File: src/timer_irq_defs.svh
// Constants of the timer interrupt, compare and capture block.
// Assumes byte registers, one per aligned 32-bit word of the AHB-Lite bus.
`ifndef TIMER_IRQ_DEFS_SVH
`define TIMER_IRQ_DEFS_SVH

// ----------------------------------------------------------------
// Register byte addresses
// ----------------------------------------------------------------
`define ADDR_IRQ_MASK 8'h00
`define ADDR_EXT_IRQ_MASK 8'h04
`define ADDR_IRQ_FLAGS 8'h08
`define ADDR_EXT_FLAGS 8'h0c
`define ADDR_CTRL 8'h10
`define ADDR_WIDE_FIRST 8'h20
`define ADDR_WIDE_LAST 8'h5c

// ----------------------------------------------------------------
// Field positions and implemented bits
// ----------------------------------------------------------------
`define BIT_CAP 5
`define BIT_CMP_A 4
`define BIT_CMP_B 3
`define BIT_OVF 2
`define BIT_T3_CMP_C 1
`define BIT_T1_CMP_C 0
`define BIT_CTRL_ACOMP 0
`define MAIN_BITS 8'h3c
`define EXT_BITS 8'h3f
`define CH_CAPTURE 2'h3

// ----------------------------------------------------------------
// Reset values
// ----------------------------------------------------------------
`define RST_BYTE 8'h00
`define RST_WORD 16'h0000

// ----------------------------------------------------------------
// Waveform modes that use the capture register as top
// ----------------------------------------------------------------
`define MODE_PFC_CAP_TOP 4'h8
`define MODE_PC_CAP_TOP 4'ha
`define MODE_CTC_CAP_TOP 4'hc
`define MODE_FAST_CAP_TOP 4'he

`endif

File: src/timer_irq_pkg.sv
// Types of the timer interrupt, compare and capture block.
// Assumes nothing beyond the constants header.
package timer_irq_pkg;
  typedef logic [7:0] byte_t;
  typedef logic [15:0] word_t;
  typedef logic [3:0] mode_t;
endpackage : timer_irq_pkg

File: src/timer16_irq_capture_compare.sv
// Interrupt flags, masks, compare and capture registers of two 16-bit timers.
// Assumes the counters, tick pulses and overflow pulses come from hclk logic.
`include "timer_irq_defs.svh"

module timer16_irq_capture_compare (
  input wire logic hclk,
  input wire logic hresetn,
  input wire logic hsel,
  input wire logic [31:0] haddr,
  input wire logic [1:0] htrans,
  input wire logic hwrite,
  input wire logic [2:0] hsize,
  input wire logic [31:0] hwdata,
  input wire logic hready,
  output logic hreadyout,
  output logic hresp,
  output logic [31:0] hrdata,
  input wire logic [1:0][15:0] counter_value,
  input wire logic [1:0] timer_tick,
  input wire logic [1:0] counter_overflow,
  input wire logic [1:0][3:0] waveform_mode_bits,
  input wire logic [1:0] capture_in_pin,
  input wire logic analog_comp_out,
  input wire logic compat_fuse,
  input wire logic [1:0] force_cmp_a_strobe,
  input wire logic [1:0] force_cmp_b_strobe,
  input wire logic [1:0] force_cmp_c_strobe,
  input wire logic global_irq_en,
  input wire logic [7:0] vector_taken_main,
  input wire logic [7:0] vector_taken_ext,
  output logic [7:0] irq_req_main,
  output logic [7:0] irq_req_ext,
  output logic [1:0][2:0] waveform_match,
  output logic [1:0][15:0] capture_top
);

  // ----------------------------------------------------------------
  // Register state
  // ----------------------------------------------------------------
  timer_irq_pkg::byte_t timer_irq_mask;
  timer_irq_pkg::byte_t ext_timer_irq_mask;
  timer_irq_pkg::byte_t timer_irq_flags;
  timer_irq_pkg::byte_t ext_flag_register;
  timer_irq_pkg::byte_t high_latch;
  logic acomp_sel;
  timer_irq_pkg::word_t cmp_value [2][3];
  timer_irq_pkg::word_t capture_value [2];

  // ----------------------------------------------------------------
  // Bus phase capture
  // ----------------------------------------------------------------
  logic addr_ok;
  logic dp_write;
  logic [7:0] dp_addr;
  logic [7:0] ap_addr;
  logic [31:0] next_rdata;
  logic ap_lo_read;
  timer_irq_pkg::word_t ap_wide;

  assign ap_addr = haddr[7:0];
  assign addr_ok = hsel && hready && htrans[1];
  assign hreadyout = 1'b1;
  assign hresp = 1'b0;

  always_ff @(posedge hclk or negedge hresetn) begin
    if (!hresetn) begin
      dp_write <= 1'b0;
      dp_addr <= `RST_BYTE;
    end else begin
      dp_write <= addr_ok && hwrite;
      dp_addr <= ap_addr;
    end
  end

  // ----------------------------------------------------------------
  // Decode of the 16-bit register window
  // ----------------------------------------------------------------
  function automatic logic is_wide(input logic [7:0] a);
    is_wide = (a >= `ADDR_WIDE_FIRST) && (a <= `ADDR_WIDE_LAST) && (a[1:0] == 2'h0);
  endfunction : is_wide

  logic ap_t;
  logic dp_t;
  assign ap_t = ap_addr[6];
  assign dp_t = dp_addr[6];
  assign ap_wide = (ap_addr[4:3] == `CH_CAPTURE) ? capture_value[ap_t]
                 : cmp_value[ap_t][ap_addr[4:3]];
  assign ap_lo_read = addr_ok && !hwrite && is_wide(ap_addr) && !ap_addr[2];

  logic dp_wide_lo;
  logic dp_wide_hi;
  assign dp_wide_lo = dp_write && is_wide(dp_addr) && !dp_addr[2];
  assign dp_wide_hi = dp_write && is_wide(dp_addr) && dp_addr[2];

  // ----------------------------------------------------------------
  // Pin synchronisers
  // ----------------------------------------------------------------
  logic [1:0] cap_meta;
  logic [1:0] cap_sync;
  logic [1:0] cap_prev;
  logic acomp_meta;
  logic acomp_sync;
  logic acomp_prev;
  logic compat_meta;
  logic compat_mode;

  always_ff @(posedge hclk or negedge hresetn) begin
    if (!hresetn) begin
      cap_meta <= 2'h0;
      cap_sync <= 2'h0;
      cap_prev <= 2'h0;
      acomp_meta <= 1'b0;
      acomp_sync <= 1'b0;
      acomp_prev <= 1'b0;
      compat_meta <= 1'b0;
      compat_mode <= 1'b0;
    end else begin
      cap_meta <= capture_in_pin;
      cap_sync <= cap_meta;
      cap_prev <= cap_sync;
      acomp_meta <= analog_comp_out;
      acomp_sync <= acomp_meta;
      acomp_prev <= acomp_sync;
      compat_meta <= compat_fuse;
      compat_mode <= compat_meta;
    end
  end

  // ----------------------------------------------------------------
  // Per-timer compare and capture
  // ----------------------------------------------------------------
  logic [1:0] cap_event;
  logic [1:0][2:0] cmp_event;

  for (genvar t = 0; t < 2; t++) begin : g_timer
    logic cap_is_top;
    logic pin_edge;
    logic [2:0] match_q;
    logic [2:0] force_s;
    assign force_s = {force_cmp_c_strobe[t], force_cmp_b_strobe[t], force_cmp_a_strobe[t]};
    assign cap_is_top = (waveform_mode_bits[t] == `MODE_PFC_CAP_TOP)
                     || (waveform_mode_bits[t] == `MODE_PC_CAP_TOP)
                     || (waveform_mode_bits[t] == `MODE_CTC_CAP_TOP)
                     || (waveform_mode_bits[t] == `MODE_FAST_CAP_TOP);
    if (t == 0) begin : g_src
      assign pin_edge = acomp_sel ? (acomp_sync && !acomp_prev)
                                  : (cap_sync[0] && !cap_prev[0]);
    end else begin : g_src
      assign pin_edge = cap_sync[1] && !cap_prev[1];
    end
    assign cap_event[t] = cap_is_top
      ? (timer_tick[t] && counter_value[t] == capture_value[t])
      : pin_edge;

    always_ff @(posedge hclk or negedge hresetn) begin
      if (!hresetn) begin
        capture_value[t] <= `RST_WORD;
      end else if (!cap_is_top && pin_edge) begin
        capture_value[t] <= counter_value[t];
      end else if (dp_wide_lo && dp_t == 1'(t) && dp_addr[4:3] == `CH_CAPTURE) begin
        capture_value[t] <= {high_latch, hwdata[7:0]};
      end
    end

    always_ff @(posedge hclk or negedge hresetn) begin
      if (!hresetn) begin
        capture_top[t] <= `RST_WORD;
      end else begin
        capture_top[t] <= capture_value[t];
      end
    end

    for (genvar c = 0; c < 3; c++) begin : g_ch
      always_ff @(posedge hclk or negedge hresetn) begin
        if (!hresetn) begin
          cmp_value[t][c] <= `RST_WORD;
        end else if (dp_wide_lo && dp_t == 1'(t) && dp_addr[4:3] == 2'(c)) begin
          cmp_value[t][c] <= {high_latch, hwdata[7:0]};
        end
      end

      always_ff @(posedge hclk or negedge hresetn) begin
        if (!hresetn) begin
          match_q[c] <= 1'b0;
          waveform_match[t][c] <= 1'b0;
        end else begin
          if (timer_tick[t]) begin
            match_q[c] <= (counter_value[t] == cmp_value[t][c]);
          end
          waveform_match[t][c] <= (timer_tick[t] && counter_value[t] == cmp_value[t][c])
                               || force_s[c];
        end
      end
      // The force strobe only reaches the waveform output.
      assign cmp_event[t][c] = timer_tick[t] && match_q[c];
    end
  end

  // ----------------------------------------------------------------
  // Shared high byte latch
  // ----------------------------------------------------------------
  always_ff @(posedge hclk or negedge hresetn) begin
    if (!hresetn) begin
      high_latch <= `RST_BYTE;
    end else if (ap_lo_read) begin
      high_latch <= ap_wide[15:8];
    end else if (dp_wide_hi) begin
      high_latch <= hwdata[7:0];
    end
  end

  // ----------------------------------------------------------------
  // Mask and control registers
  // ----------------------------------------------------------------
  always_ff @(posedge hclk or negedge hresetn) begin
    if (!hresetn) begin
      timer_irq_mask <= `RST_BYTE;
      ext_timer_irq_mask <= `RST_BYTE;
      acomp_sel <= 1'b0;
    end else if (dp_write) begin
      if (dp_addr == `ADDR_IRQ_MASK) begin
        timer_irq_mask <= hwdata[7:0] & `MAIN_BITS;
      end else if (dp_addr == `ADDR_EXT_IRQ_MASK && !compat_mode) begin
        ext_timer_irq_mask <= hwdata[7:0] & `EXT_BITS;
      end else if (dp_addr == `ADDR_CTRL) begin
        acomp_sel <= hwdata[`BIT_CTRL_ACOMP];
      end
    end
  end

  // ----------------------------------------------------------------
  // Interrupt flags
  // ----------------------------------------------------------------
  timer_irq_pkg::byte_t set_main;
  timer_irq_pkg::byte_t set_ext;
  timer_irq_pkg::byte_t clr_main;
  timer_irq_pkg::byte_t clr_ext;

  always_comb begin
    set_main = `RST_BYTE;
    set_main[`BIT_CAP] = cap_event[0];
    set_main[`BIT_CMP_A] = cmp_event[0][0];
    set_main[`BIT_CMP_B] = cmp_event[0][1];
    set_main[`BIT_OVF] = counter_overflow[0];
    set_ext = `RST_BYTE;
    set_ext[`BIT_CAP] = cap_event[1];
    set_ext[`BIT_CMP_A] = cmp_event[1][0];
    set_ext[`BIT_CMP_B] = cmp_event[1][1];
    set_ext[`BIT_OVF] = counter_overflow[1];
    set_ext[`BIT_T3_CMP_C] = cmp_event[1][2];
    set_ext[`BIT_T1_CMP_C] = cmp_event[0][2];
  end

  assign clr_main = vector_taken_main
    | ((dp_write && dp_addr == `ADDR_IRQ_FLAGS) ? hwdata[7:0] : `RST_BYTE);
  assign clr_ext = vector_taken_ext
    | ((dp_write && dp_addr == `ADDR_EXT_FLAGS) ? hwdata[7:0] : `RST_BYTE);

  always_ff @(posedge hclk or negedge hresetn) begin
    if (!hresetn) begin
      timer_irq_flags <= `RST_BYTE;
      ext_flag_register <= `RST_BYTE;
    end else begin
      timer_irq_flags <= ((timer_irq_flags & ~clr_main) | set_main) & `MAIN_BITS;
      ext_flag_register <= ((ext_flag_register & ~clr_ext) | set_ext) & `EXT_BITS;
    end
  end

  // ----------------------------------------------------------------
  // Interrupt requests
  // ----------------------------------------------------------------
  assign irq_req_main = global_irq_en ? (timer_irq_mask & timer_irq_flags) : `RST_BYTE;
  assign irq_req_ext = (global_irq_en && !compat_mode)
    ? (ext_timer_irq_mask & ext_flag_register) : `RST_BYTE;

  // ----------------------------------------------------------------
  // Read data
  // ----------------------------------------------------------------
  always_comb begin
    next_rdata = 32'h0000_0000;
    if (ap_addr == `ADDR_IRQ_MASK) begin
      next_rdata[7:0] = timer_irq_mask;
    end else if (ap_addr == `ADDR_EXT_IRQ_MASK) begin
      next_rdata[7:0] = compat_mode ? `RST_BYTE : ext_timer_irq_mask;
    end else if (ap_addr == `ADDR_IRQ_FLAGS) begin
      next_rdata[7:0] = timer_irq_flags;
    end else if (ap_addr == `ADDR_EXT_FLAGS) begin
      next_rdata[7:0] = ext_flag_register;
    end else if (ap_addr == `ADDR_CTRL) begin
      next_rdata[`BIT_CTRL_ACOMP] = acomp_sel;
    end else if (is_wide(ap_addr)) begin
      next_rdata[7:0] = ap_addr[2] ? high_latch : ap_wide[7:0];
    end
  end

  always_ff @(posedge hclk or negedge hresetn) begin
    if (!hresetn) begin
      hrdata <= 32'h0000_0000;
    end else if (addr_ok && !hwrite) begin
      hrdata <= next_rdata;
    end
  end

endmodule : timer16_irq_capture_compare

File: config.mk
export PLATFORM = sky130hd
export DESIGN_NAME = timer16_irq_capture_compare
export DESIGN_NICKNAME = d
export VERILOG_FILES = /design/src/timer_irq_pkg.sv /design/src/timer16_irq_capture_compare.sv
export VERILOG_INCLUDE_DIRS = /design/src
export SDC_FILE = /design/constraint.sdc
export NUM_CORES = 1
export LEC_CHECK = 0
export ABC_AREA = 1
export BUFFER_PORTS_ARGS = -buffer_cell sky130_fd_sc_hd__buf_2
export CAP_MARGIN = 20
export CORE_ASPECT_RATIO = 2
export CORE_UTILIZATION = 41
export CTS_BUF_LIST = sky130_fd_sc_hd__clkbuf_8 sky130_fd_sc_hd__clkbuf_16
export DETAILED_ROUTE_END_ITERATION = 16
export PLACE_DENSITY = 0.64
export SETUP_SLACK_MARGIN = 0.1
export SYNTH_ARGS = -nofsm -noshare
export SYNTH_HDL_FRONTEND = slang
export SYNTH_SLANG_ARGS = --single-unit
File: constraint.sdc
create_clock -name hclk -period 2.2 [get_ports hclk]
set_clock_uncertainty 0.2 [all_clocks]
set_input_delay 0.22 -clock hclk [delete_from_list [all_inputs] [get_ports hclk]]
set_output_delay 0.22 -clock hclk [all_outputs]
set_load 0.02 [all_outputs]
==> run_results.csv <==
group,metric,value,unit
status,outcome,"complete, no violations",
critical_path,path_cells,"inv_2, nand2_1, nor3_1, buf_2",
yosys,yosys_register_bits,229,
critical_path,critical_path.slowest_cell,"dfrtp_1",
floorplan,die_y,245.5,um
yosys,syn-instance-count,1558,
critical_path,crit_required,1.78,ns
timing,tns,0,ns
placement,dpl_cell_area,13320,um^2
placement,place.port_buffers,138,
cells_and_area,finalNonFillerCells,2132,
cts,clock_insertion_delay_worst_skew,0.52,ns
placement,placed_cells_incl_taps,2028,
floorplan,dieArea,30380,um^2
floorplan,placementRows,88,
yosys,yosysWarnings,0,
critical_path,cp-end-kind,"primary output",
detailed_routing,per_cell_via_count_in_the_routed_design,5.272,
pwr,worst_ir_drop_vdd,0.5432,mV
cts,clkSinkCount,229,
grt,grt_pass1_vias,11020,
grt,grt_first_pass_wirelength,61660,um
timing,maxClockFrequency,494.5,MHz
yosys,yosys_most_used_dff,"dfrtp_1",
cells_and_area,post_route_cells_drive_above_1_share,0.1580,
critical_path,slowest_delay,0.42,ns
yosys,synthDominantCellAreaShare,0.4715,
cells_and_area,diodes,0,
detailed_routing,drcViolationCount,0,
cts,clock_tree_from_tritoncts,"built",
timing,timing.final.crit_period,2.022,ns
pwr,power,10850,uW
cts,path_clk_slew,0.07,ns
detailed_routing,vias,11240,
detailed_routing,routed_wire_length_per_instance,18.81,um
grt,largest_net_degree_at_the_start_of_global_routing,62,
grt,total_routing_usage_reported_by_global_routing,0.2713,
cells_and_area,finish.net_count,1901,
placement,globalplace.congestion,0.9585,
yosys,yosys.cell_count.top_type,"nand2_1",
pwr,cellPowerDensity,732.4,nW/um^2
yosys,yosysTopAreaCell,"dfrtp_1",
placement,place_hpwl,30280,um
critical_path,worst_ep_arrival_time,1.60,ns
cts,clock_tree.htree_level_count,1,
floorplan,chipWidth,123.7,um
timing,timing.hold.ws,0.01018,ns
job,drv_cap,0,
cts,cts-buffers-inserted,22,
timing,setup_violations,0,
timing,min_period_over_period,0.9192,
detailed_routing,drt_wl_total,40110,um
cts,max-clock-path-buffers,3,
yosys,synth_enable_flop_cells,0,
yosys,ys_async_sr_fraction,1.000,
yosys,syn_area,12150,um^2
detailed_routing,dr.pass1.iters,5,
floorplan,coreArea,28960,um^2
detailed_routing,drt-initial-drc-count,823,
yosys,netlist_top_cells_count,"nand2_1 (468), dfrtp_1 (229), nand3_1 (137)",
cells_and_area,flow.area_growth_from_synthesis,21.88,%
yosys,share_of_the_yosys_chip_area_belonging_to_registers,0.4715,
critical_path,cp-start-kind,"register",
grt,number_of_antenna_violations_at_the_first_check_in_global_routing,0,
grt,grt-ovfl-total,0,
critical_path,critical_path_class,"reg -> out",
worst_hold_path,worst_hold_path_type,"in -> async",
pwr,p_leak,0.007379,uW
yosys,ys_top_cells_by_area,"dfrtp_1 (47%), nand2_1 (14%), nand3_1 (5.6%)",
timing,grt_setup_unrepaired,"yes",
floorplan,floorplan.io_pins,233,
cts,cts_root_buffer,"clkbuf_16",
timing,final_max_slew_viol_count,0,
cells_and_area,postLayoutCellArea,14810,um^2
critical_path,worstPathMaxFanout,7,
yosys,syn_area_per_cell,7.801,um^2
yosys,count_of_unique_library_cells_instantiated_by_yosys,43,
floorplan,initial_core_util,0.4197,
detailed_routing,route.antenna.remaining_nets,0,
timing,hold_violation_total_from_the_final_report,0,
-- timing repair --
action | in CTS | in global routing
hold buffers | 60 | 0
setup endpoints to repair | 0 | 47
setup buffers | 0 | 3
gates resized for setup | 0 | 8
endpoints found under the hold margin | 299 | 0
-- cell usage in the layout, fill, tap and decap left out, types with 4 or more instances in the layout --
cell type	instances
nand2_2	9
xor2_1	23
inv_1	117
nor2_4	5
buf_4	36
o22ai_1	18
nor4_1	5
buf_12	16
nor3_1	13
clkinv_2	5
inv_2	7
nand3_1	136
nor2_1	82
clkbuf_16	23
nand3_2	4
nand4_1	17
o211ai_1	7
o21ai_1	100
bufinv_16	5
a21oi_1	37
or2_2	13
nand3b_1	4
conb_1	32
o2111ai_1	10
o21ai_0	89
buf_2	136
dfrtp_1	229
xnor2_1	30
nand2_1	468
o31ai_1	4
nand2_8	4
dlygate4sd3_1	60
-- flip-flops by register name, indices dropped and copies added (netlist names) --
| register | count |
|---|---|
| acomp_sync | 1 |
| g_timer.match_q | 6 |
| cmp_value | 96 |
| cap_prev | 2 |
| ext_flag_register | 6 |
| acomp_meta | 1 |
| acomp_prev | 1 |
| capture_top | 32 |
| hrdata | 8 |
| acomp_sel | 1 |
| waveform_match | 6 |
| dp_addr | 8 |
| high_latch | 8 |
| compat_mode | 1 |
| capture_value | 32 |
| dp_write | 1 |
| cap_sync | 2 |
| cap_meta | 2 |
| timer_irq_flags | 4 |
| ext_timer_irq_mask | 6 |
| compat_meta | 1 |
| timer_irq_mask | 4 |
-- final timing paths --
path | startpoint | end | slack [ns] | cells after the start
min reg2reg | cap_meta[0] | cap_sync[0] | 0.15 | 0
max reg2reg | dp_addr[1] | cmp_value[25] | 0.19 | 11
min in group hclk | counter_value[3] | waveform_match[1] | 0.01 | 5
max in group asynchronous | hresetn | cap_prev[1] | 1.18 | 3
max | compat_mode | irq_req_ext[5] | 0.18 | 4
min | hresetn | waveform_match[4] | 0.01 | 2
-- metrics by stage --
step,utilization,worst slack (ns)
4_1_cts,0.5088,0.1204
3_3_place_gp,0.4599,0.1729
3_5_place_dp,0.4599,0.1678
2_1_floorplan,-,0.4483
6_report,0.5115,0.1779
5_1_grt,0.5115,0.05561
-- routing by layer --
layer / share of wire / vias up / global-route usage / wire length, um
met3: 0.049 / 99 / 0.02180 / 1960
li1: - / 5421 / - / -
met1: 0.39 / 5311 / 0.3324 / 15650
met2: 0.50 / 408 / 0.4583 / 20110
met4: 0.060 / 0 / 0.1584 / 2387
met5: 0 / - / 0 / 0
-- logic make-up (layout without fill, tap and decap cells) --
kind of cell | count (synthesis) | count (layout) | share of synthesized area
and+or+nand+nor | 768 | 769 | 0.2739
AOI/OAI and AO/OA | 274 | 274 | 0.1223
DFF | 229 | 229 | 0.4715
other | 2 | 32 | 0.0006179
xor gates and xnor gates | 53 | 53 | 0.03819
buffers and inverters | 232 | 415 | 0.09347
-- power breakdown --
group / switching, uW / total, uW / leakage, uW / internal, uW
clock network: 1730 / 4270 / 0.000398 / 2550
registers: 301 / 4810 / 0.00270 / 4510
logic: 1140 / 1760 / 0.00428 / 624
total: 3170 / 10800 / 0.00738 / 7680
-- worst max-delay path, delay by kind of cell, from the launching register on --
| family | cells | cell delay (ns) |
|---|---|---|
| buffers and inverters | 2 | 0.35 |
| DFF | 1 | 0.42 |
| and+or+nand+nor | 2 | 0.30 |
-- final cells by class --
| cell class | count | area [um^2] |
|---|---|---|
| timing repair buffer | 250 | 1894 |
| tap | 360 | 450.4 |
| clock inverter | 16 | 225.2 |
| clock buffer | 24 | 589.3 |
| fill | 2823 | 14140 |
| multi-input combinational | 1128 | 5454 |
| sequential | 229 | 5731 |
| inverter | 125 | 469.2 |
No activity file was read; power rests on OpenSTA's default activity.
